**src/clock_sysref_pkg.sv**
```systemverilog
// Constants for the clock, alignment-pulse and full-scale register bank
package clock_sysref_pkg;

    localparam int ADDR_W = 15;
    localparam int DATA_W = 8;
    localparam int CAPTURE_W = 24;
    localparam int FS_W = 16;
    localparam int SAMPLE_W = 12;

    // Byte addresses; wide registers put their low byte at the lowest address
    localparam logic [ADDR_W-1:0] ADDR_CLOCK_CONTROL_ONE = 15'h002A;
    localparam logic [ADDR_W-1:0] ADDR_CLOCK_CONTROL_TWO = 15'h002B;
    localparam logic [ADDR_W-1:0] ADDR_CAPTURE_POS_B0 = 15'h002C;
    localparam logic [ADDR_W-1:0] ADDR_CAPTURE_POS_B1 = 15'h002D;
    localparam logic [ADDR_W-1:0] ADDR_CAPTURE_POS_B2 = 15'h002E;
    localparam logic [ADDR_W-1:0] ADDR_FULL_SCALE_A_LO = 15'h0030;
    localparam logic [ADDR_W-1:0] ADDR_FULL_SCALE_A_HI = 15'h0031;
    localparam logic [ADDR_W-1:0] ADDR_FULL_SCALE_B_LO = 15'h0032;
    localparam logic [ADDR_W-1:0] ADDR_FULL_SCALE_B_HI = 15'h0033;
    localparam logic [ADDR_W-1:0] ADDR_REFERENCE_BYPASS = 15'h0038;

    // Reset values
    localparam logic [DATA_W-1:0] RST_CLOCK_CONTROL_ONE = 8'h00;
    localparam logic [DATA_W-1:0] RST_CLOCK_CONTROL_TWO = 8'h11;
    localparam logic [CAPTURE_W-1:0] RST_CAPTURE_POS = 24'h000000;
    localparam logic [FS_W-1:0] RST_FULL_SCALE = 16'hA000;
    localparam logic [DATA_W-1:0] RST_REFERENCE_BYPASS = 8'h00;
    localparam logic [DATA_W-1:0] READ_UNMAPPED = 8'h00;

    // Field positions in clock_control_one
    localparam int BIT_ALIGN_PULSE_TIMESTAMP_ENABLE = 3;
    localparam int BIT_DEVICE_CLOCK_PECL_MODE = 2;
    localparam int BIT_ALIGN_PULSE_PECL_MODE = 1;
    localparam int BIT_ALIGN_PULSE_INVERT = 0;

    // Field positions in clock_control_two
    localparam int BIT_CLOCK_FEEDBACK_GAIN = 4;
    localparam int BIT_ANALOG_SUPPLY_NOISE_SUPPRESS = 2;
    localparam int SAMPLING_CLOCK_DELAY_LSB = 0;
    localparam int SAMPLING_CLOCK_DELAY_W = 2;

    // Field position in reference_bypass
    localparam int BIT_REFERENCE_BYPASS = 0;

endpackage

```
**src/sample_stream_if.sv**
```systemverilog
// Sample path and timestamp controls between the register bank and the inserter
`timescale 1ns/1ns
interface sample_stream_if #(
    parameter int SAMPLE_W = 12
) ();
    logic [SAMPLE_W-1:0] sample_in;
    logic sample_valid_in;
    logic align_pulse;
    logic align_pulse_invert;
    logic align_pulse_timestamp_enable;
    logic global_timestamp_enable;
    logic decimation_bypass;
    logic [SAMPLE_W-1:0] sample_out;
    logic sample_valid_out;
    logic align_pulse_used;

    modport bank (
        output sample_in, sample_valid_in, align_pulse, align_pulse_invert,
        output align_pulse_timestamp_enable, global_timestamp_enable, decimation_bypass,
        input sample_out, sample_valid_out, align_pulse_used
    );
    modport inserter (
        input sample_in, sample_valid_in, align_pulse, align_pulse_invert,
        input align_pulse_timestamp_enable, global_timestamp_enable, decimation_bypass,
        output sample_out, sample_valid_out, align_pulse_used
    );
endinterface

```
**src/timestamp_insert.sv**
```systemverilog
// Alignment-pulse polarity and timestamp insertion on the sample path
`timescale 1ns/1ns
module timestamp_insert (
    input wire logic clk_sys_i,
    input wire logic rstn_i,
    sample_stream_if.inserter st
);
    import clock_sysref_pkg::*;

    logic [$bits(st.sample_out)-1:0] sample_q;
    logic [$bits(st.sample_out)-1:0] next_sample_q;
    logic valid_q;
    logic next_valid_q;
    logic pulse_q;
    logic next_pulse_q;
    logic pulse_now;
    logic insert_on;

    ////////////////////////////////////////////////////////////////////////////
    always_comb begin
        pulse_now = st.align_pulse ^ st.align_pulse_invert;
        // Only the undecimated stream carries the marker
        insert_on = st.align_pulse_timestamp_enable && st.global_timestamp_enable
            && st.decimation_bypass;
        next_pulse_q = pulse_now;
        next_valid_q = st.sample_valid_in;
        next_sample_q = sample_q;
        if (st.sample_valid_in) begin
            next_sample_q = st.sample_in;
            if (insert_on) begin
                next_sample_q[0] = pulse_now;
            end
        end
    end

    always_ff @(posedge clk_sys_i or negedge rstn_i) begin
        if (!rstn_i) begin
            sample_q <= '0;
            valid_q <= 1'b0;
            pulse_q <= 1'b0;
        end else begin
            sample_q <= next_sample_q;
            valid_q <= next_valid_q;
            pulse_q <= next_pulse_q;
        end
    end

    assign st.sample_out = sample_q;
    assign st.sample_valid_out = valid_q;
    assign st.align_pulse_used = pulse_q;

    ////////////////////////////////////////////////////////////////////////////
    ts_insert_a: assert property (@(posedge clk_sys_i) disable iff (!rstn_i)
        st.sample_valid_in && st.align_pulse_timestamp_enable && st.global_timestamp_enable
        && st.decimation_bypass |=> st.sample_out[0] == st.align_pulse_used)
        else $error("timestamp bit not carried on sample lsb");

    decim_pass_a: assert property (@(posedge clk_sys_i) disable iff (!rstn_i)
        st.sample_valid_in && !st.decimation_bypass |=> st.sample_out == $past(st.sample_in))
        else $error("sample altered while decimating");

    pulse_invert_a: assert property (@(posedge clk_sys_i) disable iff (!rstn_i)
        1'b1 |=> st.align_pulse_used == $past(st.align_pulse ^ st.align_pulse_invert))
        else $error("alignment pulse polarity wrong");

    ts_seen_c: cover property (@(posedge clk_sys_i) disable iff (!rstn_i)
        st.sample_valid_in && st.align_pulse_timestamp_enable && st.global_timestamp_enable
        && st.decimation_bypass && st.align_pulse);
endmodule

```
**src/clock_sysref_range_regs.sv**
```systemverilog
// Clock, alignment-pulse, capture-position, full-scale and reference-bypass registers
`timescale 1ns/1ns
module clock_sysref_range_regs #(
    parameter int SAMPLE_W = clock_sysref_pkg::SAMPLE_W
) (
    input wire logic clk_sys_i,
    input wire logic rstn_i,
    input wire logic [clock_sysref_pkg::ADDR_W-1:0] cfg_addr_i,
    input wire logic cfg_wr_i,
    input wire logic [clock_sysref_pkg::DATA_W-1:0] cfg_wdata_i,
    input wire logic cfg_rd_i,
    output logic [clock_sysref_pkg::DATA_W-1:0] cfg_rdata_o,
    output logic cfg_rvalid_o,
    input wire logic capture_valid_i,
    input wire logic [clock_sysref_pkg::CAPTURE_W-1:0] capture_word_i,
    input wire logic [SAMPLE_W-1:0] sample_i,
    input wire logic sample_valid_i,
    input wire logic align_pulse_i,
    input wire logic global_timestamp_enable_i,
    input wire logic decimation_bypass_i,
    output logic [SAMPLE_W-1:0] sample_o,
    output logic sample_valid_o,
    output logic align_pulse_used_o,
    output logic device_clock_pecl_mode_o,
    output logic align_pulse_pecl_mode_o,
    output logic clock_feedback_gain_o,
    output logic analog_supply_noise_suppress_o,
    output logic [clock_sysref_pkg::SAMPLING_CLOCK_DELAY_W-1:0] sampling_clock_delay_o,
    output logic [clock_sysref_pkg::FS_W-1:0] full_scale_input_a_o,
    output logic [clock_sysref_pkg::FS_W-1:0] full_scale_input_b_o,
    output logic reference_bypass_o
);
    import clock_sysref_pkg::*;

    logic [DATA_W-1:0] clock_control_one;
    logic [DATA_W-1:0] next_clock_control_one;
    logic [DATA_W-1:0] clock_control_two;
    logic [DATA_W-1:0] next_clock_control_two;
    logic [CAPTURE_W-1:0] align_pulse_capture_position;
    logic [CAPTURE_W-1:0] next_align_pulse_capture_position;
    logic [FS_W-1:0] full_scale_input_a;
    logic [FS_W-1:0] next_full_scale_input_a;
    logic [FS_W-1:0] full_scale_input_b;
    logic [FS_W-1:0] next_full_scale_input_b;
    logic [DATA_W-1:0] reference_bypass;
    logic [DATA_W-1:0] next_reference_bypass;
    logic [DATA_W-1:0] rdata;
    logic [DATA_W-1:0] next_rdata;
    logic rvalid;
    logic next_rvalid;

    sample_stream_if #(.SAMPLE_W(SAMPLE_W)) st ();

    // Replace one byte of a 16-bit word
    function automatic logic [FS_W-1:0] put_byte(
        input logic [FS_W-1:0] word,
        input logic high,
        input logic [DATA_W-1:0] data
    );
        logic [FS_W-1:0] result;
        result = word;
        if (high) begin
            result[FS_W-1:DATA_W] = data;
        end else begin
            result[DATA_W-1:0] = data;
        end
        return result;
    endfunction

    ////////////////////////////////////////////////////////////////////////////
    // Register writes and status capture
    always_comb begin
        next_clock_control_one = clock_control_one;
        next_clock_control_two = clock_control_two;
        next_full_scale_input_a = full_scale_input_a;
        next_full_scale_input_b = full_scale_input_b;
        next_reference_bypass = reference_bypass;
        next_align_pulse_capture_position = align_pulse_capture_position;
        // Hardware is the only writer; host writes to these bytes are dropped
        if (capture_valid_i) begin
            next_align_pulse_capture_position = capture_word_i;
        end
        if (cfg_wr_i) begin
            unique case (cfg_addr_i)
                ADDR_CLOCK_CONTROL_ONE: begin
                    next_clock_control_one = cfg_wdata_i;
                end
                ADDR_CLOCK_CONTROL_TWO: begin
                    next_clock_control_two = cfg_wdata_i;
                end
                ADDR_FULL_SCALE_A_LO: begin
                    next_full_scale_input_a = put_byte(full_scale_input_a, 1'b0, cfg_wdata_i);
                end
                ADDR_FULL_SCALE_A_HI: begin
                    next_full_scale_input_a = put_byte(full_scale_input_a, 1'b1, cfg_wdata_i);
                end
                ADDR_FULL_SCALE_B_LO: begin
                    next_full_scale_input_b = put_byte(full_scale_input_b, 1'b0, cfg_wdata_i);
                end
                ADDR_FULL_SCALE_B_HI: begin
                    next_full_scale_input_b = put_byte(full_scale_input_b, 1'b1, cfg_wdata_i);
                end
                ADDR_REFERENCE_BYPASS: begin
                    next_reference_bypass = cfg_wdata_i;
                end
                default: begin
                end
            endcase
        end
    end

    always_ff @(posedge clk_sys_i or negedge rstn_i) begin
        if (!rstn_i) begin
            clock_control_one <= RST_CLOCK_CONTROL_ONE;
            clock_control_two <= RST_CLOCK_CONTROL_TWO;
            align_pulse_capture_position <= RST_CAPTURE_POS;
            full_scale_input_a <= RST_FULL_SCALE;
            full_scale_input_b <= RST_FULL_SCALE;
            reference_bypass <= RST_REFERENCE_BYPASS;
        end else begin
            clock_control_one <= next_clock_control_one;
            clock_control_two <= next_clock_control_two;
            align_pulse_capture_position <= next_align_pulse_capture_position;
            full_scale_input_a <= next_full_scale_input_a;
            full_scale_input_b <= next_full_scale_input_b;
            reference_bypass <= next_reference_bypass;
        end
    end

    ////////////////////////////////////////////////////////////////////////////
    // Read port; a read in the cycle of a write returns the old value
    always_comb begin
        next_rvalid = cfg_rd_i;
        next_rdata = rdata;
        if (cfg_rd_i) begin
            unique case (cfg_addr_i)
                ADDR_CLOCK_CONTROL_ONE: next_rdata = clock_control_one;
                ADDR_CLOCK_CONTROL_TWO: next_rdata = clock_control_two;
                ADDR_CAPTURE_POS_B0: next_rdata = align_pulse_capture_position[7:0];
                ADDR_CAPTURE_POS_B1: next_rdata = align_pulse_capture_position[15:8];
                ADDR_CAPTURE_POS_B2: next_rdata = align_pulse_capture_position[23:16];
                ADDR_FULL_SCALE_A_LO: next_rdata = full_scale_input_a[7:0];
                ADDR_FULL_SCALE_A_HI: next_rdata = full_scale_input_a[15:8];
                ADDR_FULL_SCALE_B_LO: next_rdata = full_scale_input_b[7:0];
                ADDR_FULL_SCALE_B_HI: next_rdata = full_scale_input_b[15:8];
                ADDR_REFERENCE_BYPASS: next_rdata = reference_bypass;
                default: next_rdata = READ_UNMAPPED;
            endcase
        end
    end

    always_ff @(posedge clk_sys_i or negedge rstn_i) begin
        if (!rstn_i) begin
            rdata <= READ_UNMAPPED;
            rvalid <= 1'b0;
        end else begin
            rdata <= next_rdata;
            rvalid <= next_rvalid;
        end
    end

    assign cfg_rdata_o = rdata;
    assign cfg_rvalid_o = rvalid;

    ////////////////////////////////////////////////////////////////////////////
    // Analog controls straight from the register flops
    assign device_clock_pecl_mode_o = clock_control_one[BIT_DEVICE_CLOCK_PECL_MODE];
    assign align_pulse_pecl_mode_o = clock_control_one[BIT_ALIGN_PULSE_PECL_MODE];
    assign clock_feedback_gain_o = clock_control_two[BIT_CLOCK_FEEDBACK_GAIN];
    assign analog_supply_noise_suppress_o =
        clock_control_two[BIT_ANALOG_SUPPLY_NOISE_SUPPRESS];
    // No one-hot check: an illegal code is passed on as written
    assign sampling_clock_delay_o = clock_control_two[SAMPLING_CLOCK_DELAY_LSB +:
        SAMPLING_CLOCK_DELAY_W];
    assign full_scale_input_a_o = full_scale_input_a;
    assign full_scale_input_b_o = full_scale_input_b;
    assign reference_bypass_o = reference_bypass[BIT_REFERENCE_BYPASS];

    ////////////////////////////////////////////////////////////////////////////
    // Sample path
    assign st.sample_in = sample_i;
    assign st.sample_valid_in = sample_valid_i;
    assign st.align_pulse = align_pulse_i;
    assign st.align_pulse_invert = clock_control_one[BIT_ALIGN_PULSE_INVERT];
    assign st.align_pulse_timestamp_enable =
        clock_control_one[BIT_ALIGN_PULSE_TIMESTAMP_ENABLE];
    assign st.global_timestamp_enable = global_timestamp_enable_i;
    assign st.decimation_bypass = decimation_bypass_i;
    assign sample_o = st.sample_out;
    assign sample_valid_o = st.sample_valid_out;
    assign align_pulse_used_o = st.align_pulse_used;

    timestamp_insert u_insert (
        .clk_sys_i(clk_sys_i),
        .rstn_i(rstn_i),
        .st(st.inserter)
    );

    ////////////////////////////////////////////////////////////////////////////
    clk_pecl_a: assert property (@(posedge clk_sys_i) disable iff (!rstn_i)
        cfg_wr_i && cfg_addr_i == ADDR_CLOCK_CONTROL_ONE
        |=> device_clock_pecl_mode_o == $past(cfg_wdata_i[BIT_DEVICE_CLOCK_PECL_MODE]))
        else $error("device clock pecl mode not taken from write");

    pulse_pecl_a: assert property (@(posedge clk_sys_i) disable iff (!rstn_i)
        cfg_wr_i && cfg_addr_i == ADDR_CLOCK_CONTROL_ONE
        |=> align_pulse_pecl_mode_o == $past(cfg_wdata_i[BIT_ALIGN_PULSE_PECL_MODE]))
        else $error("pulse pecl mode not taken from write");

    ctrl_one_reset_a: assert property (@(posedge clk_sys_i)
        $rose(rstn_i) |-> clock_control_one == 8'h00 && !device_clock_pecl_mode_o)
        else $error("clock control one reset value wrong");

    ctrl_two_reset_a: assert property (@(posedge clk_sys_i)
        $rose(rstn_i) |-> clock_control_two == 8'h11 && clock_feedback_gain_o
        && sampling_clock_delay_o == 2'h1)
        else $error("clock control two reset value wrong");

    noise_suppress_a: assert property (@(posedge clk_sys_i) disable iff (!rstn_i)
        cfg_wr_i && cfg_addr_i == ADDR_CLOCK_CONTROL_TWO ##1 !cfg_wr_i
        |-> analog_supply_noise_suppress_o == $past(cfg_wdata_i[2]))
        else $error("noise suppression does not follow bit 2");

    clk_delay_a: assert property (@(posedge clk_sys_i) disable iff (!rstn_i)
        cfg_wr_i && cfg_addr_i == ADDR_CLOCK_CONTROL_TWO
        |=> sampling_clock_delay_o == $past(cfg_wdata_i[1:0]))
        else $error("sampling clock delay not taken from write");

    capture_take_a: assert property (@(posedge clk_sys_i) disable iff (!rstn_i)
        capture_valid_i ##1 cfg_rd_i && cfg_addr_i == ADDR_CAPTURE_POS_B2
        |=> cfg_rvalid_o && cfg_rdata_o == $past(capture_word_i[23:16], 2))
        else $error("capture word not returned");

    capture_ro_a: assert property (@(posedge clk_sys_i) disable iff (!rstn_i)
        cfg_wr_i && !capture_valid_i |=> $stable(align_pulse_capture_position))
        else $error("capture position changed by host write");

    capture_wr_drop_a: assert property (@(posedge clk_sys_i) disable iff (!rstn_i)
        cfg_wr_i && cfg_addr_i == ADDR_CAPTURE_POS_B0 && !capture_valid_i
        |=> align_pulse_capture_position == $past(align_pulse_capture_position))
        else $error("host write reached capture position");

    fs_a_write_a: assert property (@(posedge clk_sys_i) disable iff (!rstn_i)
        cfg_wr_i && cfg_addr_i == ADDR_FULL_SCALE_A_HI
        |=> full_scale_input_a_o[15:8] == $past(cfg_wdata_i)
        && $stable(full_scale_input_a_o[7:0]))
        else $error("full scale a high byte write wrong");

    fs_b_write_a: assert property (@(posedge clk_sys_i) disable iff (!rstn_i)
        cfg_wr_i && cfg_addr_i == ADDR_FULL_SCALE_B_LO
        |=> full_scale_input_b_o[7:0] == $past(cfg_wdata_i)
        && $stable(full_scale_input_b_o[15:8]))
        else $error("full scale b low byte write wrong");

    fs_reset_a: assert property (@(posedge clk_sys_i)
        $rose(rstn_i) |-> full_scale_input_a_o == 16'hA000 && full_scale_input_b_o == 16'hA000)
        else $error("full scale reset value wrong");

    bypass_reset_a: assert property (@(posedge clk_sys_i)
        $rose(rstn_i) |-> reference_bypass == 8'h00 && !reference_bypass_o)
        else $error("reference bypass reset value wrong");

    bypass_bit_a: assert property (@(posedge clk_sys_i) disable iff (!rstn_i)
        cfg_wr_i && cfg_addr_i == ADDR_REFERENCE_BYPASS
        |=> reference_bypass_o == $past(cfg_wdata_i[0]))
        else $error("reference bypass bit not applied");

    readback_a: assert property (@(posedge clk_sys_i) disable iff (!rstn_i)
        cfg_wr_i && cfg_addr_i == ADDR_CLOCK_CONTROL_ONE ##1
        cfg_rd_i && cfg_addr_i == ADDR_CLOCK_CONTROL_ONE
        |=> cfg_rvalid_o && cfg_rdata_o == $past(cfg_wdata_i, 2))
        else $error("read back differs from last write");

    write_read_c: cover property (@(posedge clk_sys_i) disable iff (!rstn_i)
        cfg_wr_i && cfg_addr_i == ADDR_FULL_SCALE_A_LO ##1
        cfg_rd_i && cfg_addr_i == ADDR_FULL_SCALE_A_LO);

    capture_read_c: cover property (@(posedge clk_sys_i) disable iff (!rstn_i)
        capture_valid_i ##[1:4] cfg_rd_i && cfg_addr_i == ADDR_CAPTURE_POS_B0);

    unmapped_c: cover property (@(posedge clk_sys_i) disable iff (!rstn_i)
        cfg_rd_i && cfg_addr_i == 15'h0034);

    reset_release_c: cover property (@(posedge clk_sys_i) $rose(rstn_i));
endmodule

```
**config.mk**
```make
export PLATFORM = sky130hd
export DESIGN_NAME = clock_sysref_range_regs
export DESIGN_NICKNAME = d
export VERILOG_FILES = /design/src/clock_sysref_pkg.sv /design/src/sample_stream_if.sv /design/src/timestamp_insert.sv /design/src/clock_sysref_range_regs.sv
export SDC_FILE = /design/constraint.sdc
export NUM_CORES = 1
export LEC_CHECK = 0
export BUFFER_PORTS_ARGS = -buffer_cell sky130_fd_sc_hd__buf_2
export CORE_UTILIZATION = 42
export DETAILED_ROUTE_END_ITERATION = 10
export GPL_ROUTABILITY_DRIVEN = 0
export HOLD_SLACK_MARGIN = 0.12
export PLACE_DENSITY = 0.66
export SYNTH_ARGS = -nofsm -noshare
export SYNTH_HDL_FRONTEND = slang
export SYNTH_HIERARCHICAL = 1
export SYNTH_SLANG_ARGS = --single-unit
export TNS_END_PERCENT = 1
```
**constraint.sdc**
```tcl
create_clock -name clk_sys_i -period 2.1 [get_ports clk_sys_i]
set_clock_uncertainty 0.2 [all_clocks]
set_input_delay 0.42 -clock clk_sys_i [delete_from_list [all_inputs] [get_ports clk_sys_i]]
set_output_delay 0.42 -clock clk_sys_i [all_outputs]
set_load 0.1 [all_outputs]
```
==> impl_metrics.yaml, run 1 <==
logic_synthesis:
  synth_seq_cells: 103
  synth_ff_type: "dfrtp_1"
  yosysSeqAreaShare_pct: 54.24
  ys_async_sr_fraction_pct: 100.0
  netlist_top_cells_area: "dfrtp_1 51%, mux2_2 20%, dfstp_2 3.3%"
  synth_fa_ha_area_share_pct: 0
  synth_edf_count: 0
  synth_top_family_by_area: "multiplexers"
  synth_nets: 410
  synth_xor_area_share_pct: 0.1838
  yosysMostFrequentCell: "dfrtp_1"
  synth_cells: 342
  synth.largest_area_cell: "dfrtp_1"
  synthMuxAreaShare_pct: 25.83
  synth_area_per_cell_um2: 13.94
  synth_cell_types: 53
  synth-compound-area-share_pct: 6.458
  synth.cell_area_um2: 4766
  synth_top_area_share_pct: 50.93
  synthTopCellsByCount: "97 x dfrtp_1, 83 x mux2_2, 17 x nor2_1, 13 x a211oi_1, 13 x o21ai_0"
  ys_warn_count: 6
  synth_simple_gate_area_share_pct: 9.609
finish:
  final_core_util_pct: 60.41
  final_layout_size_suffix_gt1_share_pct: 56.35
  fin_nets: 606
  syn_to_final_growth_pct: 38.62
  fin_cells: 683
  num_antenna_cells: 0
  fill_cells: 919
global_routing:
  grt_pass1_vias: 3701
  gr-usage-all-layers_pct: 21.12
  antenna_found_initial: 0
  overflow: 0
  grt_pass1_wl_mm: 18.93
  grt_max_degree: 37
worst_setup_path:
  cp.arrival_ns: 2.16
  critPathRequiredTime_ns: 2.12
  cp_slowest_cell: "or4_4"
  path_class: "input pin to flip-flop"
  crit_fanout: 8
  crit_path_max_incr_delay_ns: 0.47
  crit_chain: "buf_4, nor4b_4, nand4_1, or4_4, nor3_4, buf_12, mux2_1"
  crit_path_start_kind: "input pin"
  cp-end-kind: "flip-flop"
sta:
  setup_viol: 25
  min_period_ns: 2.140
  worst_slew_pin_slew_ns: 0.5698
  rsz0062_at_grt: "yes"
  timing.final.max_slew_violations: 0
  relSlewSlack_pct: 62.01
  clock.fmax_mhz: 467.3
  hold_viol: 0
  setup_ws_ns: -0.03979
  timing.final.crit_share_pct: 101.9
detailed_routing:
  avgViaCountPerCell: 5.225
  first_iter_violations: 129
  remaining_drc_errors: 0
  wirelength_mm: 11.77
  dr.pass1.iters: 5
  ant_nets: 0
  wl_per_cell_um: 17.23
  vias: 3569
status:
  violations: "setup timing"
  outcome: "finished with violations"
clock_network:
  clkTransAtPathRegs_ns: 0.06
  clock_sinks: 103
  cts_buffer_depth: 2
  cts_tree: "yes"
  clock_latency_ns: 0.34
  cts_root_buf: "clkbuf_16"
  ctsHtreeMaxLevel: 3
  numCtsBuffers: 9
floorplan:
  dieArea_um2: 11780
  ios: 130
  num_rows: 38
  fp.dieW_um: 108.5
  start_util_pct: 43.58
  coreArea_um2: 10940
  die_y_um: 108.5
placed_design:
  portBuffers: 129
  dpl.hpwl_mm: 8.660
  dpl.cell_count: 629
pwr:
  leakagePower_nw: 3.215
  peakVddDrop_mv: 0.5109
  powerDensity_nw_per_um2: 660.9
flow_run:
  max_cap_viol_count: 0
hold_path:
  hold_path.class: "input pin to flip-flop"
==> final cells by class <==
type | instances | area (um2) | area share, %
well taps | 140 | 175.2 | 2.652
inverters | 8 | 30.03 | 0.4545
multi-input cells | 212 | 2143 | 32.44
repair buffers | 204 | 1401 | 21.21
clock buffers | 16 | 271.5 | 4.110
flip-flops and latches | 103 | 2585 | 39.13
==> worst paths after layout <==
kind                                                         startpoint                                      endpoint  slack [ns]  cells past startpoint
max                                                       cfg_addr_i[7]           full_scale_input_a_o[4]$_DFFE_PN0P_       -0.04                      7
min                                                   capture_word_i[7]   align_pulse_capture_position[7]$_DFFE_PN0P_        0.12                      2
max reg2reg                align_pulse_capture_position[22]$_DFFE_PN0P_                    cfg_rdata_o[6]$_DFFE_PN0P_        0.16                      5
min in group asynchronous                                        rstn_i        u_insert/st.align_pulse_used$_DFF_PN0_        0.30                      2
min reg2reg                align_pulse_capture_position[11]$_DFFE_PN0P_  align_pulse_capture_position[11]$_DFFE_PN0P_        0.31                      1
max in group asynchronous                                        rstn_i          full_scale_input_b_o[15]$_DFFE_PN1P_        0.81                      3
==> kinds of logic after synthesis <==
logic type | count (synthesis)
XOR/XNOR | 1
AND/OR/NAND/NOR | 67
multiplexers | 103
buffers and inverters | 27
flip-flops | 103
AO/OA/AOI/OAI | 41
==> per-layer routing <==
| layer | GRT usage [%] | share of wire [%] |
|---|---|---|
| met1 | 28.21 | 46 |
| met2 | 34.67 | 48 |
| met3 | 5.124 | 4.5 |
| met4 | 4.923 | 1.5 |
| met5 | 0 | 0 |
==> flip-flops by register name, summed over array words and instances (netlist names) <==
signal,flops
reference_bypass,8
cfg_rvalid_o,1
u_insert/st.sample_valid_out,1
clock_control_two,8
u_insert/st.align_pulse_used,1
u_insert/st.sample_out,12
align_pulse_capture_position,24
clock_control_one,8
full_scale_input_a_o,16
full_scale_input_b_o,16
cfg_rdata_o,8
==> where the power goes <==
part | total, W | internal, W | switching (W)
Combinational | 0.000724 | 0.000251 | 0.000473
Sequential | 0.00210 | 0.00206 | 0.0000376
Clock | 0.00154 | 0.000872 | 0.000669
Total | 0.00437 | 0.00319 | 0.00118
==> worst max-delay path, delay by kind of cell <==
family	cells	cell delay (ns)
AND/OR/NAND/NOR	4	1.12
multiplexers	1	0.32
buffers and inverters	2	0.29
==> cell usage in the layout (no fill, tap or decap), drive strengths merged, types with 6 or more instances in the layout <==
cell type	instances
a211oi	16
a222oi	7
buf	169
clkbuf	16
dfrtp	97
dfstp	6
dlygate4sd3	35
inv	8
mux2	87
mux2i	9
mux4	7
nand2	9
nor2	19
o21ai	14
==> through the flow <==
stage	hold slack, ns	cell area (um2)	power [W]	setup TNS (ns)	setup slack, ns
2_1_floorplan	-0.07559	4818	0.002558	-10.40	-0.2676
3_3_place_gp	0.1098	5837	0.002780	-21.83	-0.4084
3_5_place_dp	0.1168	5837	0.002798	-24.44	-0.4657
4_1_cts	0.1225	6548	0.004404	-0.7581	-0.03353
5_1_grt	0.1213	6606	0.004555	-2.123	-0.1033
6_report	0.1246	6606	0.004366	-0.4943	-0.03979
==> what timing repair did <==
action                                  4_1_cts  5_1_grt
hold buffers                                 35        0
endpoints found under the setup margin       48       56
setup buffers                                 2        0
gates cloned                                  1        0
hold endpoints to repair                    131        0
resized for setup                            15       17
pin swaps                                    10        1
Power figures use the tool's default switching activity.
==> run 2: changes to the inputs <==
- CORE_UTILIZATION: 42 -> 25
- PLACE_DENSITY: 0.66 -> unset
- REMOVE_ABC_BUFFERS: unset -> 1
- clock period: 2.1 -> 2.17 ns (I/O delays scaled with it)
==> impl_metrics.yaml, run 2 (synthesis gave the netlist of run 1 again) <==
status:
  outcome: "finished with violations"
  violations: "setup timing"
global_routing:
  grt_use_met3_pct: 4.205
  grt_max_degree: 38
  grt_pass1_wl_mm: 21.62
  met1_usage_pct: 18.08
  antenna_found_initial: 0
  grt_pass1_vias: 3895
  use_met2_pct: 24.95
  overflow: 0
  gr-usage-all-layers_pct: 14.62
  busiest_layer: "met2"
pwr:
  peakVddDrop_mv: 0.4234
  clkPwrFrac_pct: 37.6
  intPower_w: 0.003165
  p_sw_w: 0.001226
  netSwitchingFraction_pct: 27.93
  comb_power_share_pct: 16.1
  powerDensity_nw_per_um2: 658.3
  leakagePower_nw: 3.197
  p_seq_share_pct: 46.3
placed_design:
  dp_slack_ns: -0.5324
  place_area_um2: 5959
  portBuffers: 129
  dpl.hpwl_mm: 10.54
  dpl.cell_count: 724
finish:
  final_core_util_pct: 35.66
  num_antenna_cells: 0
  regMostFlops: "align_pulse_capture_position"
  finalInstanceArea_um2: 6670
  final_cell_mix: "126 x buf_2, 97 x dfrtp_1, 72 x mux2_2"
  final_layout_size_suffix_gt1_share_pct: 56.42
  fin_nets: 600
  largest_register_ffs: 24
  syn_to_final_growth_pct: 39.96
  fin_cells: 771
  layout_commonest_cell: "buf_2"
sta:
  min_period_ns: 2.191
  hold_viol: 0
  setup_viol: 9
  setup_ws_ns: -0.02110
  setup_tns_ns: -0.09069
  worst_slew_pin_slew_ns: 0.5302
  clock.fmax_mhz: 456.4
  relSlewSlack_pct: 64.89
  rsz0062_at_grt: "yes"
  timing.final.max_slew_violations: 0
  timing.final.crit_share_pct: 101.0
floorplan:
  coreArea_um2: 18710
  start_util_pct: 25.48
  dieArea_um2: 19620
  fp.dieW_um: 140.1
  ios: 130
  num_rows: 50
  die_y_um: 140.1
detailed_routing:
  avgViaCountPerCell: 4.794
  ant_nets: 0
  wl_per_cell_um: 17.99
  dr.pass1.iters: 5
  wirelength_mm: 13.87
  first_iter_violations: 147
  remaining_drc_errors: 0
  vias: 3696
worst_setup_path:
  crit_fanout: 8
  critPathRequiredTime_ns: 2.20
  cp-end-kind: "flip-flop"
  crit_chain: "buf_8, or4_4, nor4_4, and4_4, mux2_4"
  crit_path_start_kind: "input pin"
  cp_slowest_cell: "or4_4"
  cp.arrival_ns: 2.22
  path_class: "input pin to flip-flop"
  crit_path_max_incr_delay_ns: 0.57
clock_network:
  cts_buffer_depth: 2
  cts_root_buf: "clkbuf_16"
  clock_latency_ns: 0.35
  cts_tree: "yes"
  numCtsBuffers: 9
  clkTransAtPathRegs_ns: 0.07
  clock_sinks: 103
  ctsHtreeMaxLevel: 3
hold_path:
  hold_path.class: "input pin to flip-flop"
flow_run:
  max_cap_viol_count: 0
==> run 2: cell count changes in the layout (fill, tap and decap cells not counted), moves of 2 or more <==
cell	delta
clkbuf_1	-5
mux2_4	-5
a211oi_1	+4
a211oi_2	-4
dlygate4sd3_1	-4
buf_6	-3
clkinvlp_4	+3
mux2_2	+3
buf_12	+2
mux2_1	+2
==> run 2: metrics by stage <==
step	hold slack, ns	power [W]
after floorplan	-0.06159	0.002436
after global placement	0.2153	0.002708
after detailed placement	0.2284	0.002724
after CTS	0.1235	0.004440
after global routing	0.1211	0.004568
final	0.1338	0.004391
==> run 2: power by group through the flow <==
stage / registers (W) / clock network, W / logic [W]
3_3_place_gp: 0.00206 / 0 / 0.000643
2_1_floorplan: 0.00230 / 0 / 0.000135
3_5_place_dp: 0.00207 / 0 / 0.000655
4_1_cts: 0.00203 / 0.00170 / 0.000703
5_1_grt: 0.00204 / 0.00178 / 0.000747
6_report: 0.00203 / 0.00165 / 0.000705
==> run 2: routing by layer <==
metal / wire length [um] / up-vias / part of all wire, %
li1: - / 1665 / -
met1: 5933 / 1895 / 43
met2: 6919 / 123 / 50
met3: 849 / 13 / 6.1
met4: 172 / 0 / 1.2
met5: 0 / - / 0
==> run 2: final timing paths <==
| path | startpoint | endpoint | slack (ns) | depth (start not counted) |
|---|---|---|---|---|
| worst max-delay path | cfg_addr_i[10] | clock_control_two[3]$_DFFE_PN0P_ | -0.02 | 5 |
| worst min-delay path | capture_word_i[1] | align_pulse_capture_position[1]$_DFFE_PN0P_ | 0.13 | 2 |
| worst max register to register | align_pulse_capture_position[22]$_DFFE_PN0P_ | cfg_rdata_o[6]$_DFFE_PN0P_ | 0.25 | 5 |
| worst min register to register | u_insert/st.sample_out[11]$_DFFE_PN0P_ | u_insert/st.sample_out[11]$_DFFE_PN0P_ | 0.30 | 1 |
| max in group asynchronous | rstn_i | clock_control_two[4]$_DFFE_PN1P_ | 0.76 | 3 |
| min in group asynchronous | rstn_i | full_scale_input_b_o[5]$_DFFE_PN0P_ | 0.40 | 2 |
==> run 2: worst max-delay path, delay by kind of cell <==
kind	cells	cell delay, ns
multiplexers	1	0.32
AND/OR/NAND/NOR	3	1.35
buffers and inverters	1	0.10
==> run 2: cell type report <==
| cell class | instances | area (um2) |
|---|---|---|
| fillers | 1860 | 12040 |
| clock inverters | 6 | 68.82 |
| flip-flops and latches | 103 | 2585 |
| well taps | 234 | 292.8 |
| repair buffers | 198 | 1360 |
| clock buffers | 10 | 239.0 |
| multi-input cells | 212 | 2095 |
| inverters | 8 | 30.03 |
==> run 2: timing repair <==
item / CTS / global route
hold endpoints to repair: 58 / 0
resized for setup: 4 / 23
setup endpoints to repair: 40 / 40
hold buffers: 31 / 0
setup buffers: 0 / 1
pin swaps: 4 / 9
